**src/inc/mtee_pkg.sv**
```systemverilog
// package of the motion/tilt event engine: register map, fields, resets, timing
// assumes a register port (address, write strobe, read strobe) from a serial front end
package mtee_pkg;
  // ---------------------------------------------------------------
  // register offsets
  // ---------------------------------------------------------------
  localparam logic [7:0] ADDR_INT_RELEASE  = 8'h17;
  localparam logic [7:0] ADDR_MAIN_CTRL    = 8'h18;
  localparam logic [7:0] ADDR_TILT_MASK    = 8'h19;
  localparam logic [7:0] ADDR_RATE_CTRL    = 8'h1A;
  localparam logic [7:0] ADDR_PIN_CTRL     = 8'h1C;
  localparam logic [7:0] ADDR_WAKE_MASK    = 8'h1D;
  localparam logic [7:0] ADDR_IRQ_ROUTE    = 8'h1F;
  localparam logic [7:0] ADDR_TILT_TIMER   = 8'h22;
  localparam logic [7:0] ADDR_WAKE_PERSIST = 8'h23;
  localparam logic [7:0] ADDR_WAKE_THRESH  = 8'h30;
  localparam logic [7:0] ADDR_TILT_LOW     = 8'h32;
  localparam logic [7:0] ADDR_TILT_HIGH    = 8'h33;
  localparam logic [7:0] ADDR_HYST         = 8'h34;
  localparam logic [7:0] ADDR_BUF_READ     = 8'h3F;
  localparam logic [7:0] ADDR_STATUS       = 8'h15;
  localparam logic [7:0] ADDR_SOURCE_TWO   = 8'h13;
  localparam logic [7:0] ADDR_CUR_ORIENT   = 8'h10;
  localparam logic [7:0] ADDR_PREV_ORIENT  = 8'h11;
  // ---------------------------------------------------------------
  // field positions
  // ---------------------------------------------------------------
  localparam int MAIN_OPERATE_BIT  = 7;
  localparam int MAIN_HIGHRES_BIT  = 6;
  localparam int MAIN_WAKE_EN_BIT  = 1;
  localparam int MAIN_TILT_EN_BIT  = 0;
  localparam int PIN_ENABLE_BIT    = 5;
  localparam int PIN_POLARITY_BIT  = 4;
  localparam int PIN_PULSE_BIT     = 3;
  localparam int ROUTE_WAKE_BIT    = 1;
  localparam int ROUTE_TILT_BIT    = 0;
  localparam int STATUS_INT_BIT    = 4;
  localparam int SOURCE_WAKE_BIT   = 1;
  localparam int SOURCE_TILT_BIT   = 0;
  // ---------------------------------------------------------------
  // reset values
  // ---------------------------------------------------------------
  localparam logic [7:0] RST_MAIN_CTRL   = 8'h00;
  localparam logic [7:0] RST_TILT_MASK   = 8'h3F;
  localparam logic [7:0] RST_RATE_CTRL   = 8'h98;
  localparam logic [7:0] RST_PIN_CTRL    = 8'h10;
  localparam logic [7:0] RST_WAKE_MASK   = 8'h00;
  localparam logic [7:0] RST_IRQ_ROUTE   = 8'h00;
  localparam logic [7:0] RST_TILT_TIMER  = 8'h00;
  localparam logic [7:0] RST_WAKE_PERSIST= 8'h00;
  localparam logic [7:0] RST_WAKE_THRESH = 8'h00;
  localparam logic [7:0] RST_TILT_LOW    = 8'h0C;
  localparam logic [7:0] RST_TILT_HIGH   = 8'h2A;
  localparam logic [7:0] RST_HYST        = 8'h14;
  // ---------------------------------------------------------------
  // timing
  // ---------------------------------------------------------------
  localparam int CLK_HZ       = 100_000_000;
  localparam int TILT_RATE_MHZ= 12_500;          // 12.5 Hz in millihertz
  localparam int WAKE_RATE_HZ = 50;              // wake rate at code 0x06
  localparam int TILT_PERIOD  = (CLK_HZ / TILT_RATE_MHZ) * 1000;
  localparam int WAKE_PERIOD  = CLK_HZ / WAKE_RATE_HZ;
  localparam logic [2:0] WAKE_RATE_50HZ = 3'h6;  // low bits of rate control
  localparam logic [1:0] TILT_RATE_12HZ = 2'h2;  // top bits of rate control, 0x98 -> 2
  localparam int BUF_DEPTH    = 64;
endpackage
```
**src/hdl/mtee_motion_tilt_event_engine.sv**
```systemverilog
// motion/tilt event engine: registers, wake-up and tilt detectors, pin, buffer port
// assumes a serial front end presents register accesses as single-cycle strobes,
// and the sample path presents signed 8-bit x/y/z samples with a valid strobe
`timescale 1ns/1ps
module mtee_motion_tilt_event_engine #(
  parameter int TILT_TICKS = mtee_pkg::TILT_PERIOD,
  parameter int WAKE_TICKS = mtee_pkg::WAKE_PERIOD,
  parameter int DEPTH      = mtee_pkg::BUF_DEPTH,
  parameter bit WIDE_RANGE = 1'b0
) (
  input  wire logic       clk,
  input  wire logic       sys_rst,
  input  wire logic [7:0] regAddr,
  input  wire logic       regWrite,
  input  wire logic [7:0] regWdata,
  input  wire logic       regRead,
  output logic      [7:0] regRdata,
  output logic            holdAddress,
  input  wire logic       sampleValid,
  input  wire logic [7:0] sampleX,
  input  wire logic [7:0] sampleY,
  input  wire logic [7:0] sampleZ,
  output logic            eventPinOne
);
  // ---------------------------------------------------------------
  // registers
  // ---------------------------------------------------------------
  logic [7:0] mainControl, tiltDirectionMask, engineRateControl, irqPinControl;
  logic [7:0] wakeDirectionMask, irqRouting, tiltDebounceTimer, wakePersistenceCount;
  logic [7:0] wakeThreshold, tiltLowAngle, tiltHighAngle, orientationHysteresis;
  logic [5:0] currentOrientation, previousOrientation;
  logic       wakeFlag, tiltFlag, pinLatch;
  logic       wakeEvent, tiltEvent;

  function automatic logic hit(input logic [7:0] a);
    return regAddr == a;
  endfunction

  // software writes; registers may change in any mode, safe only in standby
  always_ff @(posedge clk)
  begin
    if (sys_rst)
    begin
      mainControl           <= mtee_pkg::RST_MAIN_CTRL;
      tiltDirectionMask     <= mtee_pkg::RST_TILT_MASK;
      engineRateControl     <= mtee_pkg::RST_RATE_CTRL;
      irqPinControl         <= mtee_pkg::RST_PIN_CTRL;
      wakeDirectionMask     <= mtee_pkg::RST_WAKE_MASK;
      irqRouting            <= mtee_pkg::RST_IRQ_ROUTE;
      tiltDebounceTimer     <= mtee_pkg::RST_TILT_TIMER;
      wakePersistenceCount  <= mtee_pkg::RST_WAKE_PERSIST;
      wakeThreshold         <= mtee_pkg::RST_WAKE_THRESH;
      tiltLowAngle          <= mtee_pkg::RST_TILT_LOW;
      tiltHighAngle         <= mtee_pkg::RST_TILT_HIGH;
      orientationHysteresis <= mtee_pkg::RST_HYST;
    end
    else if (regWrite)
    begin
      if (hit(mtee_pkg::ADDR_MAIN_CTRL))    mainControl           <= regWdata;
      if (hit(mtee_pkg::ADDR_TILT_MASK))    tiltDirectionMask     <= regWdata;
      if (hit(mtee_pkg::ADDR_RATE_CTRL))    engineRateControl     <= regWdata;
      if (hit(mtee_pkg::ADDR_PIN_CTRL))     irqPinControl         <= regWdata;
      if (hit(mtee_pkg::ADDR_WAKE_MASK))    wakeDirectionMask     <= regWdata;
      if (hit(mtee_pkg::ADDR_IRQ_ROUTE))    irqRouting            <= regWdata;
      if (hit(mtee_pkg::ADDR_TILT_TIMER))   tiltDebounceTimer     <= regWdata;
      if (hit(mtee_pkg::ADDR_WAKE_PERSIST)) wakePersistenceCount  <= regWdata;
      if (hit(mtee_pkg::ADDR_WAKE_THRESH))  wakeThreshold         <= regWdata;
      if (hit(mtee_pkg::ADDR_TILT_LOW))     tiltLowAngle          <= regWdata;
      if (hit(mtee_pkg::ADDR_TILT_HIGH))    tiltHighAngle         <= regWdata;
      if (hit(mtee_pkg::ADDR_HYST))         orientationHysteresis <= regWdata;
    end
  end

  // mode decode
  logic operating, wakeEnabled, tiltEnabled;
  assign operating   = mainControl[mtee_pkg::MAIN_OPERATE_BIT];
  assign wakeEnabled = operating && mainControl[mtee_pkg::MAIN_WAKE_EN_BIT];
  assign tiltEnabled = operating && mainControl[mtee_pkg::MAIN_TILT_EN_BIT];

  // ---------------------------------------------------------------
  // sample buffer
  // ---------------------------------------------------------------
  localparam int AW = $clog2(DEPTH);
  logic [7:0]    bufMem [DEPTH];
  logic [AW-1:0] wrPtr, rdPtr;
  logic [AW:0]   fill;
  logic [1:0]    rdLane;
  logic          bufPop;
  logic          bufAdvance;
  assign bufPop      = regRead && hit(mtee_pkg::ADDR_BUF_READ) && fill != '0;
  // a slot is freed only after its z byte, so x,y,z come from one sample
  assign bufAdvance  = bufPop && rdLane == 2'd2;
  assign holdAddress = hit(mtee_pkg::ADDR_BUF_READ);

  // one sample per slot, bytes x,y,z; full buffer drops new samples
  always_ff @(posedge clk)
  begin
    if (sampleValid && operating && fill != (AW+1)'(DEPTH))
      bufMem[wrPtr] <= sampleX;
    if (sys_rst)
    begin
      wrPtr <= '0;
      rdPtr <= '0;
      fill  <= '0;
    end
    else
    begin
      if (sampleValid && operating && fill != (AW+1)'(DEPTH))
        wrPtr <= wrPtr + 1'b1;
      if (bufAdvance)
        rdPtr <= rdPtr + 1'b1;
      fill <= fill + (AW+1)'(sampleValid && operating && fill != (AW+1)'(DEPTH))
                   - (AW+1)'(bufAdvance);
    end
  end

  // y and z follow the stored x in a small side store
  logic [7:0] bufY [DEPTH];
  logic [7:0] bufZ [DEPTH];
  always_ff @(posedge clk)
  begin
    if (sampleValid && operating && fill != (AW+1)'(DEPTH))
    begin
      bufY[wrPtr] <= sampleY;
      bufZ[wrPtr] <= sampleZ;
    end
  end

  // lane walks x, y, z on successive reads of the same address
  always_ff @(posedge clk)
  begin
    if (sys_rst)
      rdLane <= 2'd0;
    else if (regRead && hit(mtee_pkg::ADDR_BUF_READ) && fill != '0)
      rdLane <= (rdLane == 2'd2) ? 2'd0 : rdLane + 2'd1;
  end

  // ---------------------------------------------------------------
  // rate ticks
  // ---------------------------------------------------------------
  logic [31:0] wakeCnt, tiltCnt;
  logic        wakeTick, tiltTick;
  assign wakeTick = wakeCnt == 32'(WAKE_TICKS - 1);
  assign tiltTick = tiltCnt == 32'(TILT_TICKS - 1);
  // only the documented rate codes run; other codes leave the engine idle
  always_ff @(posedge clk)
  begin
    if (sys_rst || !wakeEnabled ||
        engineRateControl[2:0] != mtee_pkg::WAKE_RATE_50HZ)
      wakeCnt <= '0;
    else
      wakeCnt <= wakeTick ? '0 : wakeCnt + 32'd1;
  end
  always_ff @(posedge clk)
  begin
    if (sys_rst || !tiltEnabled ||
        engineRateControl[7:6] != mtee_pkg::TILT_RATE_12HZ)
      tiltCnt <= '0;
    else
      tiltCnt <= tiltTick ? '0 : tiltCnt + 32'd1;
  end

  // latest sample held for both engines
  logic signed [7:0] ax, ay, az;
  always_ff @(posedge clk)
  begin
    if (sys_rst)
    begin
      ax <= '0;
      ay <= '0;
      az <= '0;
    end
    else if (sampleValid)
    begin
      ax <= sampleX;
      ay <= sampleY;
      az <= sampleZ;
    end
  end

  // ---------------------------------------------------------------
  // wake-up engine
  // ---------------------------------------------------------------
  // threshold in units of 4 sample counts (1 in wide range): 1 g = 64 lsb of the 8-bit sample (assumed)
  function automatic logic over(input logic signed [7:0] v, input logic neg);
    logic [9:0] lim;
    lim = WIDE_RANGE ? {wakeThreshold, 2'b00} >> 2 : {2'b00, wakeThreshold} << 2;
    return neg ? (v < 0 && 10'(-v) > lim) : (v > 0 && 10'(v) > lim);
  endfunction
  logic [5:0] dirHit;
  assign dirHit = {over(ax, 1'b1), over(ax, 1'b0), over(ay, 1'b1),
                   over(ay, 1'b0), over(az, 1'b1), over(az, 1'b0)};
  logic       motion;
  assign motion = |(dirHit & wakeDirectionMask[5:0]);
  logic [7:0] persistCnt;
  always_ff @(posedge clk)
  begin
    wakeEvent <= 1'b0;
    if (sys_rst || !wakeEnabled)
      persistCnt <= '0;
    else if (wakeTick)
    begin
      if (!motion)
        persistCnt <= '0;
      else if (persistCnt >= wakePersistenceCount)
        wakeEvent <= 1'b1;
      else
        persistCnt <= persistCnt + 8'd1;
    end
  end

  // ---------------------------------------------------------------
  // tilt engine
  // ---------------------------------------------------------------
  // orientation one-hot: x-,x+,y-,y+,z-,z+ ; axis above high, for x or y the other of x,y below low plus hysteresis[7:2]
  logic [5:0] rawOrient, candOrient;
  logic [7:0] tiltStable;
  function automatic logic [7:0] mag(input logic signed [7:0] v);
    return (v < 0) ? 8'(-v) >> 1 : 8'(v) >> 1;
  endfunction
  always_comb
  begin
    rawOrient = '0;
    if (mag(ax) > tiltHighAngle && mag(ay) < tiltLowAngle + orientationHysteresis[7:2])
      rawOrient = ax < 0 ? 6'b100000 : 6'b010000;
    else if (mag(ay) > tiltHighAngle && mag(ax) < tiltLowAngle + orientationHysteresis[7:2])
      rawOrient = ay < 0 ? 6'b001000 : 6'b000100;
    else if (mag(az) > tiltHighAngle)
      rawOrient = az < 0 ? 6'b000010 : 6'b000001;
    rawOrient = rawOrient & tiltDirectionMask[5:0];
  end
  always_ff @(posedge clk)
  begin
    tiltEvent <= 1'b0;
    if (sys_rst)
    begin
      candOrient          <= '0;
      tiltStable          <= '0;
      currentOrientation  <= '0;
      previousOrientation <= '0;
    end
    else if (tiltEnabled && tiltTick)
    begin
      if (rawOrient != candOrient || rawOrient == '0)
      begin
        candOrient <= rawOrient;
        tiltStable <= '0;
      end
      else if (rawOrient != currentOrientation)
      begin
        if (tiltStable + 8'd1 >= tiltDebounceTimer)
        begin
          previousOrientation <= currentOrientation;
          currentOrientation  <= rawOrient;
          tiltEvent           <= 1'b1;
        end
        else
          tiltStable <= tiltStable + 8'd1;
      end
    end
  end

  // ---------------------------------------------------------------
  // interrupt latch and pin
  // ---------------------------------------------------------------
  logic releaseRead;
  assign releaseRead = regRead && hit(mtee_pkg::ADDR_INT_RELEASE);
  logic routed;
  assign routed = (wakeEvent && irqRouting[mtee_pkg::ROUTE_WAKE_BIT]) ||
                  (tiltEvent && irqRouting[mtee_pkg::ROUTE_TILT_BIT]);
  // a new event in the release cycle wins over the clear
  always_ff @(posedge clk)
  begin
    if (sys_rst)
    begin
      wakeFlag <= 1'b0;
      tiltFlag <= 1'b0;
      pinLatch <= 1'b0;
    end
    else
    begin
      wakeFlag <= wakeEvent || (wakeFlag && !releaseRead);
      tiltFlag <= tiltEvent || (tiltFlag && !releaseRead);
      pinLatch <= routed    || (pinLatch && !releaseRead);
    end
  end
  logic pinOn;
  assign pinOn = irqPinControl[mtee_pkg::PIN_ENABLE_BIT] &&
                 (irqPinControl[mtee_pkg::PIN_PULSE_BIT] ? routed : pinLatch);
  // registered output; polarity bit low turns the pin active low
  always_ff @(posedge clk)
  begin
    if (sys_rst)
      eventPinOne <= 1'b0;
    else
      eventPinOne <= irqPinControl[mtee_pkg::PIN_POLARITY_BIT] ? pinOn : !pinOn;
  end

  // ---------------------------------------------------------------
  // read data
  // ---------------------------------------------------------------
  always_ff @(posedge clk)
  begin
    if (sys_rst)
      regRdata <= '0;
    else if (regRead)
    begin
      unique case (regAddr)
        mtee_pkg::ADDR_MAIN_CTRL:    regRdata <= mainControl;
        mtee_pkg::ADDR_TILT_MASK:    regRdata <= tiltDirectionMask;
        mtee_pkg::ADDR_RATE_CTRL:    regRdata <= engineRateControl;
        mtee_pkg::ADDR_PIN_CTRL:     regRdata <= irqPinControl;
        mtee_pkg::ADDR_WAKE_MASK:    regRdata <= wakeDirectionMask;
        mtee_pkg::ADDR_IRQ_ROUTE:    regRdata <= irqRouting;
        mtee_pkg::ADDR_TILT_TIMER:   regRdata <= tiltDebounceTimer;
        mtee_pkg::ADDR_WAKE_PERSIST: regRdata <= wakePersistenceCount;
        mtee_pkg::ADDR_WAKE_THRESH:  regRdata <= wakeThreshold;
        mtee_pkg::ADDR_TILT_LOW:     regRdata <= tiltLowAngle;
        mtee_pkg::ADDR_TILT_HIGH:    regRdata <= tiltHighAngle;
        mtee_pkg::ADDR_HYST:         regRdata <= orientationHysteresis;
        mtee_pkg::ADDR_CUR_ORIENT:   regRdata <= {2'b00, currentOrientation};
        mtee_pkg::ADDR_PREV_ORIENT:  regRdata <= {2'b00, previousOrientation};
        mtee_pkg::ADDR_STATUS:       regRdata <= {3'b000, wakeFlag || tiltFlag, 4'h0};
        mtee_pkg::ADDR_SOURCE_TWO:   regRdata <= {6'b0, wakeFlag, tiltFlag};
        mtee_pkg::ADDR_BUF_READ:
          regRdata <= (fill == '0) ? 8'h00 :
                      (rdLane == 2'd0) ? bufMem[rdPtr] :
                      (rdLane == 2'd1) ? bufY[rdPtr] : bufZ[rdPtr];
        default:                     regRdata <= 8'h00;  // release and unmapped
      endcase
    end
  end
endmodule // mtee_motion_tilt_event_engine

```
**config.mk**
```make
export PLATFORM = sky130hd
export DESIGN_NAME = mtee_motion_tilt_event_engine
export DESIGN_NICKNAME = d
export VERILOG_FILES = /design/src/inc/mtee_pkg.sv /design/src/hdl/mtee_motion_tilt_event_engine.sv
export SDC_FILE = /design/constraint.sdc
export NUM_CORES = 2
export LEC_CHECK = 0
export BUFFER_PORTS_ARGS = -buffer_cell sky130_fd_sc_hd__buf_2
export CAP_MARGIN = 20
export CORE_MARGIN = 3
export CORE_UTILIZATION = 50
export DETAILED_ROUTE_END_ITERATION = 8
export GPL_TIMING_DRIVEN = 0
export PLACE_DENSITY = 0.66
export SLEW_MARGIN = 20
export SYNTH_ARGS = -nofsm -noshare
export SYNTH_HDL_FRONTEND = slang
export SYNTH_SLANG_ARGS = --single-unit
export TNS_END_PERCENT = 100
```
**constraint.sdc**
```tcl
create_clock -name clk -period 4.1 [get_ports clk]
set_input_delay 0.82 -clock clk [delete_from_list [all_inputs] [get_ports clk]]
set_output_delay 0.82 -clock clk [all_outputs]
set_load 0.05 [all_outputs]
```
== Yosys cells after proc, flatten, opt, wreduce, memory -nomap -nowiden ==
Memories as Yosys holds them, arrays and structs flattened. A register that Yosys moved wholly into a read port is not among the register bits.
Cells that the tools add are included.

* Register bits: 253
* RAM bits: 1,536
* Input port bits: 45
* Word-level logic and storage cells: 201
* Memories kept: 3

{| class="wikitable"
|+ Memory list
! memory !! words !! bits a word !! rd ports !! clocked after memory_dff !! write ports !! RTL line !! text
|-
| bufMem || 64 || 8 || 1 || 1 || 1 || mtee_motion_tilt_event_engine.sv:84 || <nowiki>logic [7:0] bufMem [DEPTH];</nowiki>
|-
| bufY || 64 || 8 || 1 || 1 || 1 || mtee_motion_tilt_event_engine.sv:118 || <nowiki>logic [7:0] bufY [DEPTH];</nowiki>
|-
| bufZ || 64 || 8 || 1 || 1 || 1 || mtee_motion_tilt_event_engine.sv:119 || <nowiki>logic [7:0] bufZ [DEPTH];</nowiki>
|}

* Add/sub/neg operators: 16
* $lt $le $gt $ge: 19
* Equal/unequal tests: 29
* Muxes and demuxes: 31
* Bitwise gates (word level): 7
* Reductions and logical operators: 63

{| class="wikitable"
|+ Operator list
! kind !! number
|-
| case mux 8 bit (17 select lines) || 1
|-
| == test 8 x 5 -> 1 bit, second input constant || 11
|-
| adder 32 x 1 -> 32 bit, second input constant || 2
|-
| 2-to-1 mux 8 bit || 8
|-
| > comparator 10 bit || 6
|-
| == test 8 x 6 -> 1 bit, second input constant || 7
|-
| 2-to-1 mux 6 bit || 8
|-
| == test 32 x 21 -> 1 bit, second input constant || 1
|-
| == test 32 x 23 -> 1 bit, second input constant || 1
|-
| negator 8 -> 10 bit || 3
|-
| AND reduction 2 bit || 14
|-
| > comparator 8 x 1 -> 1 bit, second input constant || 3
|-
| less-than comparator 8 x 1 -> 1 bit, second input constant || 3
|-
| negator 8 bit || 3
|-
| logical AND 1 bit || 23
|-
| 2-to-1 mux 7 bit || 3
|-
| adder 8 x 1 -> 8 bit, second input constant || 2
|-
| >= comparator 8 bit || 2
|-
| > comparator 7 x 8 -> 1 bit || 2
|-
| adder 6 x 1 -> 6 bit, second input constant || 2
|-
| bitwise AND 6 bit || 2
|-
| inequality test 6 bit || 2
|-
| logical OR 1 bit || 10
|-
| adder 8 x 6 -> 8 bit || 1
|-
| other kinds (27) || 45
|}

== Logic depth before layout (Yosys ltp) ==
* Depth after elaboration: 11
* Mapped depth: 20
* Mapped depth without buffers: 18

== Worst setup path after synthesis ==
Ideal clock, no wire load.

* Kind: input to register
* Start point: in regAddr[7]
* End point: reg fill[6]
* Library setup time: 0.131 ns
* Data arrival time: 5.245 ns
* Required time: 3.969 ns
* Path slack: -1.277 ns
* Stages on the path: 18
* Path buffers: 0
* Cells stage by stage: nor2_1 nand3_1 nor3_1 a21boi_1 nand2_1 nor3b_1 ha_1 inv_1 ha_1 inv_1 fa_1 inv_1 a21oi_1 o21bai_1 a21oi_1 nor2_1 or3_1 a21oi_1

* Word-level cells in the longest chain between the ends: 5

{| class="wikitable"
|+ RTL lines
! what !! RTL line !! text
|-
| start: declaration || mtee_motion_tilt_event_engine.sv:13 || <nowiki>input wire logic [7:0] regAddr,</nowiki>
|-
| == test 8 x 6 -> 1 bit || - ||
|-
| named net holdAddress || mtee_motion_tilt_event_engine.sv:18 || <nowiki>output logic holdAddress,</nowiki>
|-
| logical AND 1 bit (2 in series) || mtee_motion_tilt_event_engine.sv:90 || <nowiki>assign bufPop = regRead && hit(mtee_pkg::ADDR_BUF_READ) && fill != '0;</nowiki>
|-
| logical AND 1 bit || mtee_motion_tilt_event_engine.sv:92 || <nowiki>assign bufAdvance = bufPop && rdLane == 2'd2;</nowiki>
|-
| named net bufAdvance || mtee_motion_tilt_event_engine.sv:89 || <nowiki>logic bufAdvance;</nowiki>
|-
| subtractor 7 x 1 -> 7 bit || mtee_motion_tilt_event_engine.sv:113 || <nowiki>- (AW+1)'(bufAdvance);</nowiki>
|-
| end signal: assignment || mtee_motion_tilt_event_engine.sv:112 || <nowiki>fill <= fill + (AW+1)'(sampleValid && operating && fill != (AW+1)'(DEPTH))</nowiki>
|-
| end: declaration || mtee_motion_tilt_event_engine.sv:86 || <nowiki>logic [AW:0] fill;</nowiki>
|}

The timed path passes the listed nets, and every way through them passes these cells.
A chain may end at the register's enable or synchronous reset.

== Worst setup path after layout ==
* Start point: reg tiltLowAngle[0]
* End point: reg currentOrientation[5]

* Word-level cells in the longest chain between the ends: 10

{| class="wikitable"
|+ RTL lines
! what !! RTL line !! text
|-
| start: declaration || mtee_motion_tilt_event_engine.sv:30 || <nowiki>logic [7:0] wakeThreshold, tiltLowAngle, tiltHighAngle, orientationHysteresis;</nowiki>
|-
| start signal: assignment || mtee_motion_tilt_event_engine.sv:53 || <nowiki>tiltLowAngle <= mtee_pkg::RST_TILT_LOW;</nowiki>
|-
| start signal: assignment || mtee_motion_tilt_event_engine.sv:68 || <nowiki>if (hit(mtee_pkg::ADDR_TILT_LOW)) tiltLowAngle <= regWdata;</nowiki>
|-
| adder 8 x 6 -> 8 bit (*) || mtee_motion_tilt_event_engine.sv:224, mtee_motion_tilt_event_engine.sv:226 ||
|-
| less-than comparator 7 x 8 -> 1 bit || mtee_motion_tilt_event_engine.sv:226 || <nowiki>else if (mag(ay) > tiltHighAngle && mag(ax) < tiltLowAngle + orientationHysteresis[7:2])</nowiki>
|-
| logical AND 1 bit || mtee_motion_tilt_event_engine.sv:226 ||
|-
| 2-to-1 mux 4 bit || mtee_motion_tilt_event_engine.sv:226 ||
|-
| 2-to-1 mux 6 bit (*) || mtee_motion_tilt_event_engine.sv:224 || <nowiki>if (mag(ax) > tiltHighAngle && mag(ay) < tiltLowAngle + orientationHysteresis[7:2])</nowiki>
|-
| bitwise AND 6 bit (*) || mtee_motion_tilt_event_engine.sv:230 || <nowiki>rawOrient = rawOrient & tiltDirectionMask[5:0];</nowiki>
|-
| inequality test 6 bit or logical NOT 6 bit (tied branches) || mtee_motion_tilt_event_engine.sv:244 || <nowiki>if (rawOrient != candOrient || rawOrient == '0)</nowiki>
|-
| logical OR 1 bit || mtee_motion_tilt_event_engine.sv:244 ||
|-
| inverter 1 bit (no source line) || - ||
|-
| AND reduction 4 bit (no source line) || - ||
|-
| end signal: assignment || mtee_motion_tilt_event_engine.sv:254 || <nowiki>currentOrientation <= rawOrient;</nowiki>
|-
| end: declaration || mtee_motion_tilt_event_engine.sv:31 || <nowiki>logic [5:0] currentOrientation, previousOrientation;</nowiki>
|}

Every way passes the cells marked *; elsewhere a longest branch is shown, timed or not.

==> flow_summary.yaml <==
routing:
  antenna_violating_nets_post_route: 0
  wl_per_cell_um: 29.9
  first_iter_violations: 4356
  vias: 40300
  dr.pass1.iters: 9
  drc: 0
  routed_via_density: 6.27
  drt_wl_total_mm: 192
run:
  cap_violations: 0
sta:
  rsz0062_at_grt: "yes"
  fmax_mhz: 227
  holdWs_ns: 0.293
  finClkSkew_ns: 0.0685
  setup_viol: 21
  drv_slew: 0
  worst_pin_slew_ns: 1.18
  hold_viol: 0
  setup_slack_ns: -0.296
  final_min_period_over_clock_period: 1.07
  setup_tns_ns: -4.97
  slew_headroom: 0.209
  fin_crit_ns: 4.40
grt:
  grt_use_total: 0.256
  antenna_found_initial: 3
  grt_pass1_vias: 39900
  grt_max_degree: 66
  grt_pass1_wl_mm: 280
  overflow: 0
synthesis:
  netlist.area_leader.share: 0.632
  synth_edf_count: 1536
  ys_seq_elements: 1795
  syn-num-nets: 4216
  async_flop_share: 0
  yosys_warnings: 0
  ys_top_cells_by_area: "edfxtp_1 63%, mux4_2 16%, dfxtp_1 7.1%, ha_1 2.2%, nor2_1 1.3%"
  avgSynthCellArea_um2: 18.1
  yosys_most_used_dff: "edfxtp_1"
  synth_top_area_cell: "edfxtp_1"
  ys_seq_area_frac: 0.703
  synthCells: 4041
  yosysUniqueCellTypes: 77
  syn_area_um2: 73000
die:
  initial_core_util: 0.506
  die_y_um: 388
  die_area_um2: 151000
  ios: 55
  design.core.area_um2: 144000
  die_w_um: 388
  num_rows: 139
min_path:
  worstHoldStart: "regWdata[3]"
  holdCritPathClass: "input port to flop"
worst_setup_path:
  startpoint_type: "flop"
  path_class: "flop to flop"
  setup.worst_path.start: "tiltLowAngle[0]"
  timing.rr.start: "tiltLowAngle[0]"
  endpoint_kind: "flop"
  cp_max_fo: 4
  required_ns: 4.76
  arrival_ns: 5.06
clock_network:
  cts-htree-levels: 4
  cts.clk_slew.worst_paths_ns: 0.06
  clk-insertion-delay-late_ns: 0.81
  clockBufferDepth: 3
  tritoncts: "built"
  numClockSinks: 1795
  clockRootBuffer: "clkbuf_16"
  cts_made_buffers: 180
place:
  io_buffers: 49
  dpl_cell_area_um2: 77700
  hpwl_mm: 129
  routabilityCongestion: 0.944
cells_and_area:
  drive_gt1_frac: 0.257
  antenna_cells: 0
  final_cell_area_um2: 84300
  area_growth_pct: 15.4
  nNetsFinal: 4540
  fillers: 10600
status:
  outcome: "finished with violations"
  failed_checks: "negative setup slack"
power_and_ir_drop:
  pwr_density_cell_nw_per_um2: 433
  p_leak_nw: 26.1
  fin_total_pwr_w: 0.0365
  ir_drop_mv: 0.411
-- worst paths after layout --
| path | end | slack (ns) | cells past startpoint |
|---|---|---|---|
| hold / removal | wakeThreshold[3] | 0.29 | 3 |
| setup / recovery | currentOrientation[5] | -0.30 | 20 |
| hold reg to reg | irqPinControl[2] | 0.46 | 2 |
| setup reg to reg | currentOrientation[5] | -0.30 | 20 |
-- flip-flops by register name, indices dropped and copies added, names as in the netlist, 32 cells and up, named ones only --
register	count
bufZ	512
tiltCnt	32
wakeCnt	32
bufMem	512
bufY	512
-- cell usage in the layout (no fill, tap or decap), types with 42 or more instances in the layout --
cell          n
edfxtp_1   1536
dfxtp_1     253
xor2_1       61
nor2_1      183
nand3_1     172
buf_2        42
clkbuf_16   182
a21oi_1     125
buf_4        64
mux2i_1      56
nand2_1     218
mux4_2      504
inv_1        73
clkbuf_2     45
ha_1        123
clkbuf_1    135
xnor2_1      45
buf_12       56
nor2_4       64
-- final cells by class --
type                            instances  area, um2  share of cell area
Timing Repair Buffer                  145       1980              0.0235
Clock buffer                          243       4840              0.0575
Buffer                                199       1040              0.0123
Clock inverter                         86        783             0.00929
Multi-Input combinational cell       1968      21600               0.257
Tap cell                             1903       2380              0.0283
Sequential cell                      1795      51300               0.609
Inverter                               76        285             0.00338
-- per-layer routing --
layer / global-route usage / up-vias / part of all wire
li1: - / 16900 / -
met1: 0.359 / 21100 / 0.40
met2: 0.408 / 1859 / 0.48
met3: 0.0535 / 346 / 0.086
met4: 0.0819 / 2 / 0.035
met5: 0 / - / 0.000068
-- where the power goes --
part	leakage [nW]	total, W	switching [W]	internal, W
combinational	7.42	0.000844	0.000594	0.000250
clock	2.74	0.0158	0.00693	0.00888
sequential	15.9	0.0198	0.0000285	0.0198
total	26.1	0.0365	0.00755	0.0289
-- timing repair --
| action | CTS | global route |
|---|---|---|
| pin swaps | 16 | 17 |
| setup buffers | 18 | 8 |
| gates resized for setup | 211 | 92 |
| hold buffers | 0 | 0 |
| setup endpoints to repair | 544 | 99 |
| cloned | 1 | 1 |
-- metrics by stage --
step	setup slack, ns	utilization	cells
6_report	-0.296	0.584	6415
5_1_grt	-0.491	0.584	6415
4_1_cts	-0.269	0.581	6406
3_5_place_dp	-1.88	0.538	6060
3_3_place_gp	-2.69	0.525	5993
2_1_floorplan	-0.0150	-	4041
-- cell families after synthesis --
family	share of synthesized area
multiplexers	0.164
XOR/XNOR	0.0134
adder cells (fa/ha/maj)	0.0228
AND/OR/NAND/NOR	0.0534
flip-flops	0.703
AO/OA/AOI/OAI	0.0293
buffers and inverters	0.0146
-- worst max-delay path, stage by stage, from the launching register on --
cell,delay [ns]
dfxtp_4,0.37
ha_4,0.17
fa_2,0.37
a21o_1,0.18
a21oi_2,0.19
xnor2_2,0.16
ha_1,0.28
o21ai_1,0.08
nor2_1,0.05
or3_4,0.41
maj3_2,0.35
nor3_4,0.30
nor4_4,0.11
buf_4,0.17
xnor2_2,0.14
o2111ai_2,0.19
and4bb_1,0.26
buf_6,0.14
buf_4,0.14
mux2i_1,0.15
nor2_1,0.05
-- cell usage after synthesis (all sizes together) (23+ instances only) --
master	instances
edfxtp	1536
mux4	504
dfxtp	259
nor2	247
nand2	222
nand3	177
clkbuf	142
a21oi	132
ha	128
inv	76
xor2	62
buf	60
mux2i	59
xnor2	50
o21ai	42
nand4	30
o21a	24
nor3	23
Note: power is estimated with default switching activity, not from simulation.
